--- config.mk ---
export PLATFORM = sky130hd
export DESIGN_NAME = srx_exec
export DESIGN_NICKNAME = d
export VERILOG_FILES = /design/src/logic/srx_pkg.sv /design/src/logic/srx_dp_if.sv /design/src/logic/srx_rot_unit.sv /design/src/logic/srx_exec.sv
export SDC_FILE = /design/constraint.sdc
export NUM_CORES = 1
export LEC_CHECK = 0
export BUFFER_PORTS_ARGS = -buffer_cell sky130_fd_sc_hd__buf_4
export CORE_ASPECT_RATIO = 1.5
export CORE_UTILIZATION = 40
export CTS_CLUSTER_DIAMETER = 150
export DETAILED_ROUTE_END_ITERATION = 6
export SYNTH_ARGS = -nofsm -noshare
export SYNTH_HDL_FRONTEND = slang
export SYNTH_SLANG_ARGS = --single-unit
--- constraint.sdc ---
create_clock -name ref_clk -period 5.3 [get_ports ref_clk]
set_input_delay 0.53 -clock ref_clk [delete_from_list [all_inputs] [get_ports ref_clk]]
set_output_delay 0.53 -clock ref_clk [all_outputs]
set_load 0.03 [all_outputs]
--- src/logic/srx_pkg.sv ---
// Package of constants and types for the subroutine exit and rotate execution block.
// Assumes a core that runs a four-phase instruction cycle, one phase per clock.
package srx_pkg;

  // ----------------------------------------------------------------
  // Widths
  // ----------------------------------------------------------------
  localparam int unsigned DATA_W      = 8;
  localparam int unsigned INSTR_W     = 16;
  localparam int unsigned ADDR_W_DEF  = 12;
  localparam int unsigned PC_W_DEF    = 21;
  localparam int unsigned BANK_W      = 4;
  localparam int unsigned FLAG_W      = 5;

  // ----------------------------------------------------------------
  // Instruction encodings and field positions
  // ----------------------------------------------------------------
  localparam logic [14:0] RET_PATTERN = 15'h0009;
  localparam logic [5:0]  ROT_OPCODE  = 6'h0D;
  localparam int unsigned RET_S_BIT   = 0;
  localparam int unsigned ROT_D_BIT   = 9;
  localparam int unsigned ROT_A_BIT   = 8;
  localparam int unsigned ROT_OP_LSB  = 10;

  // ----------------------------------------------------------------
  // Data memory addressing
  // ----------------------------------------------------------------
  localparam logic [7:0]  IDX_LIMIT   = 8'h5F;
  localparam logic [7:0]  ACC_SPLIT   = 8'h60;
  localparam logic [3:0]  ACC_LO_BANK = 4'h0;
  localparam logic [3:0]  ACC_HI_BANK = 4'hF;

  // ----------------------------------------------------------------
  // Flag register layout and reset values
  // ----------------------------------------------------------------
  localparam int unsigned FLAG_C      = 0;
  localparam int unsigned FLAG_DC     = 1;
  localparam int unsigned FLAG_Z      = 2;
  localparam int unsigned FLAG_OV     = 3;
  localparam int unsigned FLAG_N      = 4;
  localparam logic [7:0]  W_RST       = 8'h00;
  localparam logic [4:0]  FLAG_RST    = 5'h00;
  localparam logic [3:0]  BANK_RST    = 4'h0;

  // ----------------------------------------------------------------
  // Cycle counts
  // ----------------------------------------------------------------
  localparam int unsigned PHASES_PER_CYCLE = 4;
  localparam int unsigned RET_CYCLES       = 2;
  localparam int unsigned ROT_CYCLES       = 1;

  typedef enum {PH_Q1, PH_Q2, PH_Q3, PH_Q4} srx_phase_type;
  typedef enum {OP_IDLE, OP_RET, OP_RET_NOP, OP_ROT} srx_op_type;

endpackage

--- src/logic/srx_dp_if.sv ---
// Interface between the execution sequencer and its rotate and addressing datapath.
// Assumes both ends sit in the same clock domain; the datapath is purely combinational.
`timescale 1ns/1ps
interface srx_dp_if #(
  parameter int unsigned ADDR_W = srx_pkg::ADDR_W_DEF
);
  logic [srx_pkg::DATA_W-1:0] rd_data;
  logic                       carry_in;
  logic [srx_pkg::BANK_W-1:0] bank_sel;
  logic [7:0]                 file_addr;
  logic                       acc_sel;
  logic                       ext_en;
  logic [ADDR_W-1:0]          index_base;
  logic [ADDR_W-1:0]          eff_addr;
  logic [srx_pkg::DATA_W-1:0] result;
  logic                       carry_out;
  logic                       neg;
  logic                       zero;

  modport core (
    output rd_data, carry_in, bank_sel, file_addr, acc_sel, ext_en, index_base,
    input  eff_addr, result, carry_out, neg, zero
  );
  modport unit (
    input  rd_data, carry_in, bank_sel, file_addr, acc_sel, ext_en, index_base,
    output eff_addr, result, carry_out, neg, zero
  );
endinterface

--- src/logic/srx_rot_unit.sv ---
// Rotate-left-through-carry datapath and file register address former.
// Assumes the sequencer registers every output it uses; nothing here holds state.
`timescale 1ns/1ps
module srx_rot_unit #(
  parameter int unsigned ADDR_W = srx_pkg::ADDR_W_DEF
) (
  // Datapath side
  srx_dp_if.unit dp
);

  // ----------------------------------------------------------------
  // Rotate and flags
  // ----------------------------------------------------------------
  // Rotate through carry.
  assign dp.result    = {dp.rd_data[srx_pkg::DATA_W-2:0], dp.carry_in};
  assign dp.carry_out = dp.rd_data[srx_pkg::DATA_W-1];
  assign dp.neg       = dp.result[srx_pkg::DATA_W-1];
  assign dp.zero      = (dp.result == 8'h00);

  // ----------------------------------------------------------------
  // Address forming
  // ----------------------------------------------------------------
  always_comb begin
    if (dp.acc_sel) begin
      dp.eff_addr = ADDR_W'({dp.bank_sel, dp.file_addr});
    end else if (dp.ext_en && (dp.file_addr <= srx_pkg::IDX_LIMIT)) begin
      dp.eff_addr = dp.index_base + ADDR_W'(dp.file_addr);
    end else if (dp.file_addr < srx_pkg::ACC_SPLIT) begin
      dp.eff_addr = ADDR_W'({srx_pkg::ACC_LO_BANK, dp.file_addr});
    end else begin
      dp.eff_addr = ADDR_W'({srx_pkg::ACC_HI_BANK, dp.file_addr});
    end
  end

endmodule

--- src/logic/srx_exec.sv ---
// Execution sequencer for the subroutine exit and the rotate-left-through-carry instructions.
// Assumes one phase of the four-phase instruction cycle per clock, a return stack that pops
// on the edge that ends the fourth phase while its pop strobe is high, and a data memory
// that answers a read in the same phase and writes on the edge that ends a write phase.
`timescale 1ns/1ps
module srx_exec #(
  parameter int unsigned ADDR_W = srx_pkg::ADDR_W_DEF,
  parameter int unsigned PC_W   = srx_pkg::PC_W_DEF
) (
  // Clock and reset
  input  wire logic                         ref_clk,
  input  wire logic                         rst,
  // Instruction stream
  input  wire logic [srx_pkg::INSTR_W-1:0]  instr_word,
  input  wire logic                         instr_valid,
  output logic                              instr_ready_q,
  output logic                              instr_taken_q,
  // Return stack and program counter
  input  wire logic [PC_W-1:0]              stack_top,
  output logic                              stack_pop_q,
  output logic [PC_W-1:0]                   program_counter_q,
  output logic                              pc_load_q,
  // Shadow copies
  input  wire logic [srx_pkg::DATA_W-1:0]   shadow_working_reg,
  input  wire logic [srx_pkg::FLAG_W-1:0]   shadow_flag_reg,
  input  wire logic [srx_pkg::BANK_W-1:0]   shadow_bank_select,
  // Core registers
  output logic [srx_pkg::DATA_W-1:0]        working_reg_q,
  output logic [srx_pkg::FLAG_W-1:0]        flag_reg_q,
  output logic [srx_pkg::BANK_W-1:0]        bank_select_reg_q,
  // Data memory
  output logic [ADDR_W-1:0]                 mem_addr_q,
  output logic                              mem_rd_q,
  input  wire logic [srx_pkg::DATA_W-1:0]   mem_rdata,
  output logic                              mem_wr_q,
  output logic [srx_pkg::DATA_W-1:0]        mem_wdata_q,
  // Addressing configuration
  input  wire logic                         ext_set_en,
  input  wire logic [ADDR_W-1:0]            index_base
);

  // ----------------------------------------------------------------
  // Elaboration checks
  // ----------------------------------------------------------------
  // The banked address needs a full bank field above the 8-bit file address.
  if (ADDR_W < 12) begin : g_addr_chk
    $error("srx_exec: ADDR_W must be at least 12");
  end
  if (PC_W < 2) begin : g_pc_chk
    $error("srx_exec: PC_W must be at least 2");
  end

  // ----------------------------------------------------------------
  // Decode functions
  // ----------------------------------------------------------------
  // Exit pattern match.
  function automatic logic is_ret(input logic [srx_pkg::INSTR_W-1:0] w);
    return w[srx_pkg::INSTR_W-1:1] == srx_pkg::RET_PATTERN;
  endfunction

  function automatic logic is_rot(input logic [srx_pkg::INSTR_W-1:0] w);
    return w[srx_pkg::INSTR_W-1:srx_pkg::ROT_OP_LSB] == srx_pkg::ROT_OPCODE;
  endfunction

  // ----------------------------------------------------------------
  // State
  // ----------------------------------------------------------------
  srx_pkg::srx_phase_type            phase_q;
  srx_pkg::srx_op_type               op_q;
  srx_pkg::srx_op_type               op_d;
  logic [srx_pkg::INSTR_W-1:0]       ir_q;
  logic [srx_pkg::DATA_W-1:0]        rd_data_q;
  logic [srx_pkg::DATA_W-1:0]        res_q;
  logic                              res_c_q;
  logic                              res_n_q;
  logic                              res_z_q;
  logic                              take;
  logic [srx_pkg::INSTR_W-1:0]       cur_word;

  srx_dp_if #(.ADDR_W(ADDR_W)) dp ();

  srx_rot_unit #(.ADDR_W(ADDR_W)) u_rot (
    .dp (dp.unit)
  );

  // During the first phase the word is still on the input; later it sits in ir_q.
  assign cur_word      = (phase_q == srx_pkg::PH_Q1) ? instr_word : ir_q;
  assign dp.rd_data    = rd_data_q;
  assign dp.carry_in   = flag_reg_q[srx_pkg::FLAG_C];
  assign dp.bank_sel   = bank_select_reg_q;
  assign dp.file_addr  = cur_word[7:0];
  assign dp.acc_sel    = cur_word[srx_pkg::ROT_A_BIT];
  assign dp.ext_en     = ext_set_en;
  assign dp.index_base = index_base;

  // ----------------------------------------------------------------
  // Phase counter and sequencing
  // ----------------------------------------------------------------
  always_ff @(posedge ref_clk) begin
    if (rst) begin
      phase_q <= srx_pkg::PH_Q1;
    end else begin
      case (phase_q)
        srx_pkg::PH_Q1: phase_q <= srx_pkg::PH_Q2;
        srx_pkg::PH_Q2: phase_q <= srx_pkg::PH_Q3;
        srx_pkg::PH_Q3: phase_q <= srx_pkg::PH_Q4;
        default:        phase_q <= srx_pkg::PH_Q1;
      endcase
    end
  end

  // An exit still in its first cycle blocks the next word, which buys the idle second cycle.
  assign take = (phase_q == srx_pkg::PH_Q1) && instr_valid && (op_q != srx_pkg::OP_RET);

  always_comb begin
    op_d = op_q;
    if (phase_q == srx_pkg::PH_Q1) begin
      if (op_q == srx_pkg::OP_RET) begin
        op_d = srx_pkg::OP_RET_NOP;
      end else if (instr_valid && is_ret(instr_word)) begin
        op_d = srx_pkg::OP_RET;
      end else if (instr_valid && is_rot(instr_word)) begin
        op_d = srx_pkg::OP_ROT;
      end else begin
        op_d = srx_pkg::OP_IDLE;
      end
    end
  end

  always_ff @(posedge ref_clk) begin
    if (rst) begin
      op_q          <= srx_pkg::OP_IDLE;
      ir_q          <= 16'h0000;
      instr_ready_q <= 1'b1;
      instr_taken_q <= 1'b0;
    end else begin
      op_q          <= op_d;
      instr_ready_q <= (op_d != srx_pkg::OP_RET);
      instr_taken_q <= take;
      if (take) begin
        ir_q <= instr_word;
      end
    end
  end

  // ----------------------------------------------------------------
  // Subroutine exit
  // ----------------------------------------------------------------
  always_ff @(posedge ref_clk) begin
    if (rst) begin
      stack_pop_q       <= 1'b0;
      pc_load_q         <= 1'b0;
      program_counter_q <= '0;
    end else begin
      // Pop strobe covers the fourth phase.
      stack_pop_q <= (op_q == srx_pkg::OP_RET) && (phase_q == srx_pkg::PH_Q3);
      pc_load_q   <= stack_pop_q;
      // Only the counter is loaded; both latches live outside and see nothing.
      if (stack_pop_q) begin
        program_counter_q <= stack_top;
      end
    end
  end

  // ----------------------------------------------------------------
  // Rotate datapath registers
  // ----------------------------------------------------------------
  always_ff @(posedge ref_clk) begin
    if (rst) begin
      mem_addr_q  <= '0;
      mem_rd_q    <= 1'b0;
      mem_wr_q    <= 1'b0;
      mem_wdata_q <= 8'h00;
      rd_data_q   <= 8'h00;
      res_q       <= 8'h00;
      res_c_q     <= 1'b0;
      res_n_q     <= 1'b0;
      res_z_q     <= 1'b0;
    end else begin
      mem_rd_q <= take && is_rot(instr_word);
      if (take && is_rot(instr_word)) begin
        mem_addr_q <= dp.eff_addr;
      end
      if ((op_q == srx_pkg::OP_ROT) && (phase_q == srx_pkg::PH_Q2)) begin
        rd_data_q <= mem_rdata;
      end
      // Process in phase three, write strobe covers phase four.
      if ((op_q == srx_pkg::OP_ROT) && (phase_q == srx_pkg::PH_Q3)) begin
        res_q       <= dp.result;
        res_c_q     <= dp.carry_out;
        res_n_q     <= dp.neg;
        res_z_q     <= dp.zero;
        mem_wdata_q <= dp.result;
      end
      mem_wr_q <= (op_q == srx_pkg::OP_ROT) && (phase_q == srx_pkg::PH_Q3)
                  && ir_q[srx_pkg::ROT_D_BIT];
    end
  end

  // ----------------------------------------------------------------
  // Working, flag and bank registers
  // ----------------------------------------------------------------
  // Without the restore bit an exit falls through, so these registers hold.
  always_ff @(posedge ref_clk) begin
    if (rst) begin
      working_reg_q     <= srx_pkg::W_RST;
      flag_reg_q        <= srx_pkg::FLAG_RST;
      bank_select_reg_q <= srx_pkg::BANK_RST;
    end else if (stack_pop_q && ir_q[srx_pkg::RET_S_BIT]) begin
      working_reg_q     <= shadow_working_reg;
      flag_reg_q        <= shadow_flag_reg;
      bank_select_reg_q <= shadow_bank_select;
    end else if ((op_q == srx_pkg::OP_ROT) && (phase_q == srx_pkg::PH_Q4)) begin
      if (!ir_q[srx_pkg::ROT_D_BIT]) begin
        working_reg_q <= res_q;
      end
      flag_reg_q[srx_pkg::FLAG_C] <= res_c_q;
      flag_reg_q[srx_pkg::FLAG_N] <= res_n_q;
      flag_reg_q[srx_pkg::FLAG_Z] <= res_z_q;
    end
  end

  logic rot_to_file;
  logic restore_sel;
  logic res_msb;
  assign rot_to_file = ir_q[srx_pkg::ROT_D_BIT];
  assign restore_sel = ir_q[srx_pkg::RET_S_BIT];
  assign res_msb     = rd_data_q[srx_pkg::DATA_W-1];
endmodule

==> results of run 1 <==
-- registers in the layout (all words and copies together) (netlist names), 2 cells and up --
register	count
op_q	32
program_counter_q	21
mem_addr_q	12
ir_q	10
dp.rd_data	8
res_q	8
working_reg_q	8
flag_reg_q	5
bank_select_reg_q	4
phase_q	2
-- cell families (layout without fill, tap and decap cells) --
| group | after synthesis | after routing | share of synthesized area, % |
|---|---|---|---|
| compound gates | 61 | 61 | 8.80 |
| xor+xnor | 6 | 6 | 1.06 |
| fa+ha+maj | 14 | 14 | 3.68 |
| buf+inv | 35 | 180 | 3.20 |
| flops | 118 | 118 | 47.6 |
| mux | 71 | 71 | 14.6 |
| simple gates | 212 | 212 | 21.1 |
-- layout make-up --
cell class,instances,area [µm²]
clock buffers,24,472
clock inverters,8,123
fillers,1129,5330
inverters,4,15.0
multi-input cells,364,2440
flip-flops and latches,118,2360
well taps,153,191
repair buffers,144,1080
-- how the worst min path moves through the flow --
stage / startpoint / to
final: stack_top[0] / program_counter_q[0]
after global routing: mem_rdata[2] / dp.rd_data[2]
after CTS: mem_rdata[7] / dp.rd_data[7]
after detailed placement: op_q[9] / op_q[9]
after global placement: flag_reg_q[4] / flag_reg_q[4]
after floorplan: op_q[10] / op_q[10]
-- worst max-delay path, cell delays in order (launching register included) --
cell	delay, ps
dfxtp_1	330
inv_1	80
ha_1	580
mux2_2	420
ha_1	240
fa_1	440
a211oi_1	300
o21ai_0	190
and4_1	240
xor2_1	110
a21boi_0	100
o41ai_1	290
-- stage by stage --
step	power, µW	setup slack [ps]
global route	2610	1520
finish	2490	1860
CTS	2520	1840
global placement	1350	1990
floorplan	1240	2430
detailed placement	1360	1860
-- power by group --
group	switching, µW	internal, µW
clock	385	763
sequential	15.7	907
combinational	229	192
-- routing by layer --
metal  track usage (%)  up-vias
li1                  -     2067
met1              22.4     1880
met2              33.7      111
met3              5.56        9
met4              8.26        0
met5                 0        -
-- placed cells by master, fill, tap and decap left out, types with 6 or more instances in the layout --
cell       count
dfxtp_1      118
nor3_1         8
a21oi_1       17
a21o_1         6
nand3b_1       7
nand3_1        6
nor2_1        87
and2_1        32
mux2i_1       61
o21ai_0        9
nor4_1        11
ha_1          13
clkbuf_16     17
buf_4        144
nand2_1       31
a211oi_1      13
nand4_1        6
mux2_2        10
==> metrics.md, run 1 <==
| Metric | Value |
|---|---|
| FF-to-FF path depth | `11` |
| Predominant post-synthesis flop cell | `dfxtp_1` |
| Hpwl dp | `between 8 and 9 mm` |
| Fin nets | `about 740` |
| Routed wire length | `roughly 12 mm` |
| DR WL met2 | `about 6.5 mm` |
| CTS tree | `yes` |
| Final RePlAce weighted congestion | `0.804` |
| First-pass GRT wire length | `about 20 mm` |
| Post-synth EDFFs | `0` |
| Top cells by area, synth | `dfxtp_1 (48%), mux2i_1 (12%), nor2_1 (6.6%)` |
| Most frequent cell after synthesis | `dfxtp_1` |
| Ant. Diodes | `0` |
| Hold Path Stages | `3` |
| Grt total ovfl | `0` |
| Post-synthesis net count | `around 610` |
| Reg clk slew, reported paths | `roughly 50 ps` |
| Routed met3 length | `~560 µm` |
| Vias | `about 4k` |
| PortBufs | `about 140` |
| Startpoint Class | `register` |
| DR DRC count | `0` |
| CTS Buf Count | `17` |
| Number of antenna violations at the first check in global routing | `0` |
| DIE HEIGHT | `roughly 140 µm` |
| Lkg Pwr | `0.00280 µW` |
| Share of layout cells above drive strength 1 | `between 20 and 30%` |
| P&R area growth vs syn | `34.7%` |
| Hold bufs inserted after CTS | `0` |
| Commonest cells post-synth | `dfxtp_1 (118), nor2_1 (87), mux2i_1 (61)` |
| Ys Warns | `0` |
| Tot GR Track Use | `between 10% and 20%` |
| Crit path capture | `mem_addr_q[10]` |
| CTS H-tree lvls | `4` |
| CORE AREA | `about 0.012 mm²` |
| Die ar. | `~0.013 mm²` |
| Placed insts | `between 700 and 800` |
| Unique masters post-synth | `46` |
| FF-to-FF End | `mem_addr_q[10]` |
| Max Freq | `approximately 290 MHz` |
| Setup CP Type | `reg2reg` |
| Largest net degree at the start of global routing | `93` |
| First drt pass iteration count | `5` |
| Max Used Layer | `met4` |
| Synth area leader | `dfxtp_1` |
| Ys async rst share | `0%` |
| Slew margin rel. | `35.5%` |
| Max capacitance violation total | `0` |
| Clock Tree Buf Depth | `2` |
| DP Area | `between 0.006 and 0.007 mm²` |
| Fin. max-slew vios | `0` |
| Mapped Cells | `between 500 and 600` |
| Die Wd | `between 90 and 100 µm` |
| Vias in the first global route | `3926` |
| Post-Syn Area per Cell | `roughly 9.6 µm²` |
| Fin. Hold Viols | `0` |
| Post-layout instance area | `between 0.006 and 0.007 mm²` |
| Worst setup startpoint | `phase_q[0]` |
| Worst hold path class | `in2reg` |
| Postcts setup bufs | `0` |
| Drt via density | `roughly 5.0` |
| Row count | `between 40 and 50` |
| # IOs | `~140` |
| Initial Util | `between 40 and 50%` |
| Final hold slack | `about 360 ps` |
| Required time worst endpoint | `5610 ps` |
| Clock skew | `11.1 ps` |
| Power Density | `373 mW/mm²` |
| Final non-filler cell total | `a little over 800` |
| Final setup viols | `0` |
| Final ANT Viol Nets | `0` |
| Crit-path max FO | `17` |
| Synthesized area | `~0.0050 mm²` |
| Resized Gates After CTS | `0` |
| Clock Latency Late Sink | `about 400 ps` |
| Final Util | `55.6%` |
| Setup crit end kind | `register` |
| Critical register-to-register path startpoint | `phase_q[0]` |
| TNS Setup | `0 ps` |
| Flop2flop setup slack | `approximately 1900 ps` |
| RSZ-0062 raised after global routing | `false` |
| Data arrival time of the critical path | `~3800 ps` |
| Fin crit share | `65.0%` |
| Yosys reg bits | `between 100 and 150` |
| Slew @ Worst Pin | `just under 1000 ps` |
| Clock Sinks | `~120` |
| Fin crit period | `about 3400 ps` |
| Clk root buf | `clkbuf_16` |
| Wire per inst | `approximately 15 µm` |
| Outcome | `finished clean` |
| IR drop worst, VDD | `between 0.2 and 0.3 mV` |
| Post-synthesis sequential area ratio | `47.6%` |
| Met1 WL | `roughly 5 mm` |
| Iteration-0 DRC Markers | `around 140` |
| Yosys top cell area share | `about 48%` |
Note: power is estimated with default switching activity, not from simulation.
==> inputs of run 2 (changes only) <==
- clock period: 5.3 -> 3.2 ns (I/O delays scaled with it)
==> metrics.md, run 2 (synthesis results as in run 1) <==
| Metric | Value |
|---|---|
| Number of flip-flops in the largest register | `32 (unchanged)` |
| PortBufs | `141 (unchanged)` |
| Clock Tree Buf Depth | `2 (unchanged)` |
| Switch Pwr | `1090 µW (+73%)` |
| First drt pass iteration count | `4 (-1)` |
| Slowest-stage cell, CP | `mux2_2` |
| Commonest non-fill, non-tap cell in the layout | `buf_4` |
| Setup crit end kind | `register` |
| Max capacitance violation total | `0 (unchanged)` |
| CP peak stage delay | `390 ps (-190 ps)` |
| Die Wd | `92.9 µm (unchanged)` |
| Vias in the first global route | `4032 (+2.7%)` |
| Outcome | `finished clean` |
| Clock skew | `8.05 ps (-3.10 ps)` |
| Fin. max-slew vios | `0 (unchanged)` |
| P&R area growth vs syn | `35.6%` |
| Iteration-0 DRC Markers | `165 (+20%)` |
| Lkg Pwr | `0.00283 µW (+0.98%)` |
| First-pass GRT wire length | `20.1 mm (+2.5%)` |
| CTS H-tree lvls | `4 (unchanged)` |
| Fin crit period | `2910 ps (-535 ps)` |
| Max Freq | `344 MHz (+18%)` |
| Grt total ovfl | `0 (unchanged)` |
| Die ar. | `0.0129 mm² (unchanged)` |
| P_int | `3080 µW (+66%)` |
| Wire per inst | `15.1 µm (+1.2%)` |
| Worst hold path class | `in2reg` |
| Routed wire length | `12.4 mm (+1.7%)` |
| Comb pwr share | `17.6% (+0.7 points)` |
| Initial Util | `41.3% (unchanged)` |
| Pre-CTS setup slack | `214 ps (-1650 ps)` |
| Clock power share | `45.7% (-0.4 points)` |
| # IOs | `142 (unchanged)` |
| Switching Share | `26.1% (+0.79 points)` |
| Resized Gates After CTS | `0 (unchanged)` |
| RSZ-0062 raised after global routing | `false` |
| Final RePlAce weighted congestion | `0.845 (+5.1%)` |
| Slew margin rel. | `47.2% (+12 points)` |
| Drt via density | `4.96 (-0.68%)` |
| Row count | `49 (unchanged)` |
| Hpwl dp | `9.13 mm (+2.9%)` |
| Biggest register | `op_q` |
| Clock Sinks | `118 (unchanged)` |
| Biggest regs | `op_q (32), program_counter_q (21), mem_addr_q (12)` |
| Startpoint Class | `register` |
| Share of layout cells above drive strength 1 | `29.3% (+1.0 points)` |
| Fin nets | `745 (+0.54%)` |
| DIE HEIGHT | `138 µm (unchanged)` |
| Clk root buf | `clkbuf_16` |
| Hold bufs inserted after CTS | `0 (unchanged)` |
| Setup ws final | `292 ps (-1570 ps)` |
| CTS Buf Count | `17 (unchanged)` |
| Seq pwr share | `36.7% (-0.3 points)` |
| Most frequent cells in the layout | `buf_4 (147), dfxtp_1 (118), nor2_1 (87), mux2i_1 (61), and2_1 (32)` |
| CORE AREA | `0.0120 mm² (unchanged)` |
| CTS tree | `yes` |
| Postcts setup bufs | `0 (unchanged)` |
| CP cell instances | `inv_1 > ha_1 > buf_6 > mux2_2 > ha_1 > a211oi_1 > o21ai_0 > nand4_1 > mux2_2 > nor2_1 > o41ai_1` |
| Ant. Diodes | `0 (unchanged)` |
| Final non-filler cell total | `819 (+0.49%)` |
| DR DRC count | `0 (unchanged)` |
| Required time worst endpoint | `3470 ps (-2140 ps)` |
| Tot GR Track Use | `20.0% (+0.41 points)` |
| Final ANT Viol Nets | `0 (unchanged)` |
| Final setup viols | `0 (unchanged)` |
| Fin. Hold Viols | `0 (unchanged)` |
| Largest net degree at the start of global routing | `54 (-42%)` |
| Number of antenna violations at the first check in global routing | `0 (unchanged)` |
| Placed insts | `787 (+0.51%)` |
| TNS Setup | `0 ps (unchanged)` |
| IR drop worst, VDD | `0.405 mV (+61%)` |
| Slew @ Worst Pin | `791 ps (-178 ps)` |
| Reg clk slew, reported paths | `60 ps (about the same)` |
| Clock Latency Late Sink | `410 ps (about the same)` |
| Setup CP Type | `reg2reg` |
| Power Density | `619 mW/mm² (+66%)` |
| Fin crit share | `90.9% (+26 points)` |
| Final hold slack | `148 ps (-209 ps)` |
| Crit-path max FO | `16 (-1)` |
| Data arrival time of the critical path | `3180 ps (-570 ps)` |
| Vias | `4059 (-0.20%)` |
## run 2: metrics by stage
step | cell area, µm² | power, µW | utilization [%]
floorplan | 4960 | 2060 | -
global placement | 6120 | 2260 | 50.9
detailed placement | 6120 | 2280 | 50.9
CTS | 6720 | 4200 | 55.9
global route | 6730 | 4360 | 56.0
finish | 6730 | 4170 | 56.0
## run 2: power groups by stage
stage | Combinational [µW] | Clock [µW] | Sequential, µW
6_report | 735 | 1910 | 1530
3_5_place_dp | 717 | 0 | 1560
3_3_place_gp | 704 | 0 | 1560
5_1_grt | 809 | 2020 | 1530
2_1_floorplan | 502 | 0 | 1560
4_1_cts | 725 | 1950 | 1530
## run 2: final cells by class
| class | count | area (µm²) |
|---|---|---|
| inverter | 4 | 15.0 |
| timing repair buffer | 148 | 1110 |
| clock inverter | 12 | 154 |
| fill | 1120 | 5290 |
| sequential | 118 | 2360 |
| tap | 153 | 191 |
| multi-input combinational | 364 | 2440 |
| clock buffer | 20 | 447 |
## run 2: worst paths after layout
| path | depth (start not counted) | endpoint | startpoint | slack (ps) |
|---|---|---|---|---|
| worst max-delay path | 11 | mem_addr_q[9] | phase_q[0] | 290 |
| worst min-delay path | 3 | program_counter_q[18] | stack_top[18] | 150 |
| worst max register to register | 11 | mem_addr_q[9] | phase_q[0] | 290 |
| worst min register to register | 2 | mem_addr_q[2] | mem_addr_q[2] | 450 |
## run 2: critical path: cells and delay by family (launching register included)
| family | cells | cell delay [ps] |
|---|---|---|
| AO/OA/AOI/OAI | 3 | 670 |
| adder cells (fa/ha/maj) | 2 | 500 |
| buffers and inverters | 2 | 270 |
| flip-flops | 1 | 330 |
| multiplexers | 2 | 730 |
| AND/OR/NAND/NOR | 2 | 260 |
## run 2: metal layers
metal  GRT usage (%)  vias up  wire length [µm]
li1                -     2073                 -
met1            23.2     1854              5240
met2            34.8      117              6350
met3            5.12       15               595
met4            7.53        0               202
met5               0        -                 0
==> inputs of run 3 (changes only) <==
- ABC_AREA: unset -> 1
- CTS_BUF_LIST: unset -> sky130_fd_sc_hd__clkbuf_8
==> metrics.md, run 3 <==
| Metric | Value |
|---|---|
| Outcome | `finished clean` |
| Die ar. | `0.0137 mm² (+6.7%)` |
| Number of flip-flops in the largest register | `32 (unchanged)` |
| Synth Area in Compound Gates | `10.8% (+2.0 points)` |
| Commonest cells post-synth | `nand2_1 (173), nor2_1 (143), dfxtp_1 (118)` |
| Post-synthesis mux area share | `1.32% (-13 points)` |
| Post-synthesis sequential area ratio | `44.6% (-3.0 points)` |
| Startpoint Class | `register` |
| CTS H-tree lvls | `4 (unchanged)` |
| Drt via density | `4.85 (-2.1%)` |
| Post-Synth Simple-Gate Area | `31.0% (+9.9 points)` |
| Clk root buf | `clkbuf_8` |
| DIE HEIGHT | `143 µm (+3.3%)` |
| Synth Area in XOR/XNOR | `0.496% (-0.56 points)` |
| Max capacitance violation total | `0 (unchanged)` |
| Hold Path End | `program_counter_q[10]` |
| Ant. Diodes | `0 (unchanged)` |
| Grt total ovfl | `0 (unchanged)` |
| Final hold slack | `99.1 ps (-48.7 ps)` |
| FF-to-FF path depth | `15 (+4)` |
| Commonest non-fill, non-tap cell in the layout | `nand2_1` |
| Flop2flop setup slack | `500 ps (+210 ps)` |
| Number of antenna violations at the first check in global routing | `0 (unchanged)` |
| Biggest regs | `op_q (32), program_counter_q (21), mem_addr_q (12)` |
| Data arrival time of the critical path | `3010 ps (-170 ps)` |
| CP peak stage delay | `450 ps (+60 ps)` |
| Fin. Hold Viols | `0 (unchanged)` |
| Fillers | `1325 (+18%)` |
| Top cells by area, synth | `dfxtp_1 (45%), nand2_1 (12%), nor2_1 (10%)` |
| Setup CP Type | `reg2reg` |
| CTS Buf Count | `17 (unchanged)` |
| Wire per inst | `13.0 µm (-14%)` |
| Most frequent cells in the layout | `nand2_1 (173), buf_4 (147), nor2_1 (143), dfxtp_1 (118), inv_1 (71)` |
| Postcts setup bufs | `0 (unchanged)` |
| Predominant post-synthesis flop cell | `dfxtp_1` |
| Post-synthesis net count | `844 (+39%)` |
| Vias | `5136 (+27%)` |
| PortBufs | `141 (unchanged)` |
| Biggest register | `op_q` |
| DR DRC count | `0 (unchanged)` |
| Max Freq | `371 MHz (+7.8%)` |
| Slew @ Worst Pin | `651 ps (-140 ps)` |
| Power Density | `570 mW/mm² (-7.9%)` |
| RSZ-0062 raised after global routing | `false` |
| First drt pass iteration count | `4 (unchanged)` |
| Post-synth EDFFs | `0 (unchanged)` |
| Hold Path Stages | `3 (unchanged)` |
| Clock Latency Late Sink | `440 ps (+30 ps)` |
| Die Wd | `96.0 µm (+3.3%)` |
| Setup crit end kind | `register` |
| CP delay by family, top | `adder cells` |
| Lkg Pwr | `0.00327 µW (+16%)` |
| Fin crit period | `2700 ps (-209 ps)` |
| Clock Sinks | `118 (unchanged)` |
| Critical register-to-register path startpoint | `phase_q[1]` |
| Mapped Cells | `752 (+45%)` |
| Ys Warns | `0 (unchanged)` |
| DP Area | `0.00644 mm² (+5.3%)` |
| Critical path buffers and inverters | `2 (unchanged)` |
| Post-Syn Area per Cell | `7.05 µm² (-27%)` |
| Worst hold path class | `in2reg` |
| Resized Gates After CTS | `0 (unchanged)` |
| Clock skew | `11.0 ps (+2.91 ps)` |
| CTS tree | `yes` |
| Yosys top cell area share | `44.6% (-3.0 points)` |
| Reg clk slew, reported paths | `80 ps (+20 ps)` |
| Largest net degree at the start of global routing | `54 (unchanged)` |
| Vias in the first global route | `4836 (+20%)` |
| Row count | `51 (+4.1%)` |
| Final ANT Viol Nets | `0 (unchanged)` |
| Iteration-0 DRC Markers | `161 (-2.4%)` |
| First-pass GRT wire length | `22.2 mm (+11%)` |
| P&R area growth vs syn | `30.2%` |
| Final RePlAce weighted congestion | `0.839 (-0.73%)` |
| Final setup viols | `0 (unchanged)` |
| CP cell instances | `inv_1 > ha_1 > buf_4 > o21ai_0 > ha_1 > fa_1 > nand3_1 > nand3_1 > nand2_1 > nand2_1 > or2_2 > nand3_1 > nand2_1 > nand2_1 > a21oi_2` |
| Most frequent cell after synthesis | `nand2_1` |
| Crit-path max FO | `15 (-1)` |
| Hpwl dp | `10.4 mm (+14%)` |
| Unique masters post-synth | `33 (-28%)` |
| TNS Setup | `0 ps (unchanged)` |
| Fin. max-slew vios | `0 (unchanged)` |
| Hold bufs inserted after CTS | `0 (unchanged)` |
| Slowest-stage cell, CP | `fa_1` |
| Worst hold start | `stack_top[10]` |
| Slew margin rel. | `56.6% (+9.4 points)` |
| FF-to-FF End | `mem_addr_q[6]` |
| Adder-cell area share of the yosys netlist | `3.45% (-0.23 points)` |
| Fin nets | `979 (+31%)` |
| Required time worst endpoint | `3510 ps (+40 ps)` |
| Worst path most repeated cell | `nand2_1` |
| Synthesized area | `0.00530 mm² (+6.8%)` |
| Share of layout cells above drive strength 1 | `22.1% (-7.2 points)` |
| Initial Util | `40.9% (-0.38 points)` |
| Routed wire length | `13.8 mm (+11%)` |
| Fin crit share | `84.3% (-6.5 points)` |
| Clock Tree Buf Depth | `2 (unchanged)` |
| Ys async rst share | `0% (unchanged)` |
| IR drop worst, VDD | `0.479 mV (+18%)` |
| Post-layout instance area | `0.00690 mm² (+2.5%)` |
| Tot GR Track Use | `21.0% (+0.98 points)` |
| Main combinational cell family by area after synthesis | `simple AND/OR/NAND/NOR gates` |
| Synth area leader | `dfxtp_1` |
| # IOs | `142 (unchanged)` |
| CORE AREA | `0.0130 mm² (+7.8%)` |
| Yosys reg bits | `118 (unchanged)` |
[run 3: cell families (layout without fill, tap and decap cells)]
family,count (synthesis),in the layout
muxes,7,7
buffers and inverters,107,255
and+or+nand+nor,397,397
AOI/OAI and AO/OA,106,106
adders and majority gates,14,14
DFF,118,118
xor gates and xnor gates,3,3
[run 3: how the worst max path moves through the flow]
stage               start       endpoint  slack, ps  depth (start not counted)
6_report       phase_q[1]  mem_addr_q[6]        500                         15
5_1_grt        phase_q[1]  mem_addr_q[6]        320                         15
4_1_cts        phase_q[1]  mem_addr_q[6]        510                         15
3_5_place_dp   phase_q[1]  mem_addr_q[6]        510                         15
3_3_place_gp   phase_q[0]  mem_addr_q[6]        560                         15
2_1_floorplan  phase_q[0]  mem_addr_q[6]        520                         17
[run 3: report_power, final]
part / internal (µW) / switching, µW / leakage [µW]
logic: 304 / 559 / 0.00209
registers: 1510 / 18.4 / 0.000953
clock network: 901 / 646 / 0.000224
[run 3: final cells by class]
type / count / area [µm²] / area share [%]
multi-input combinational: 527 / 2490 / 36.2
tap: 159 / 199 / 2.88
sequential: 118 / 2360 / 34.2
clock buffer: 19 / 262 / 3.79
timing repair buffer: 147 / 1100 / 16.0
inverter: 76 / 285 / 4.14
clock inverter: 13 / 193 / 2.79
[run 3: metal layers]
layer	GRT usage [%]	up-vias	routed length, µm
met5	0	-	0
met4	9.74	0	447
met3	4.90	37	566
met2	36.3	117	6990
met1	24.0	2324	5770
li1	-	2658	-
[run 3: worst min-delay path, cell delays in order]
cell	delay, ps
buf_4	80
nor2_1	30
nor2_1	80
[run 3: through the flow]
stage	power, µW	setup slack [ps]	utilization (%)	cells
finish	3930	501	53.3	1059
global route	4150	320	53.3	1059
CTS	3980	513	53.3	1059
detailed placement	2420	508	49.7	1027
global placement	2410	565	49.7	1027
floorplan	2190	517	-	752
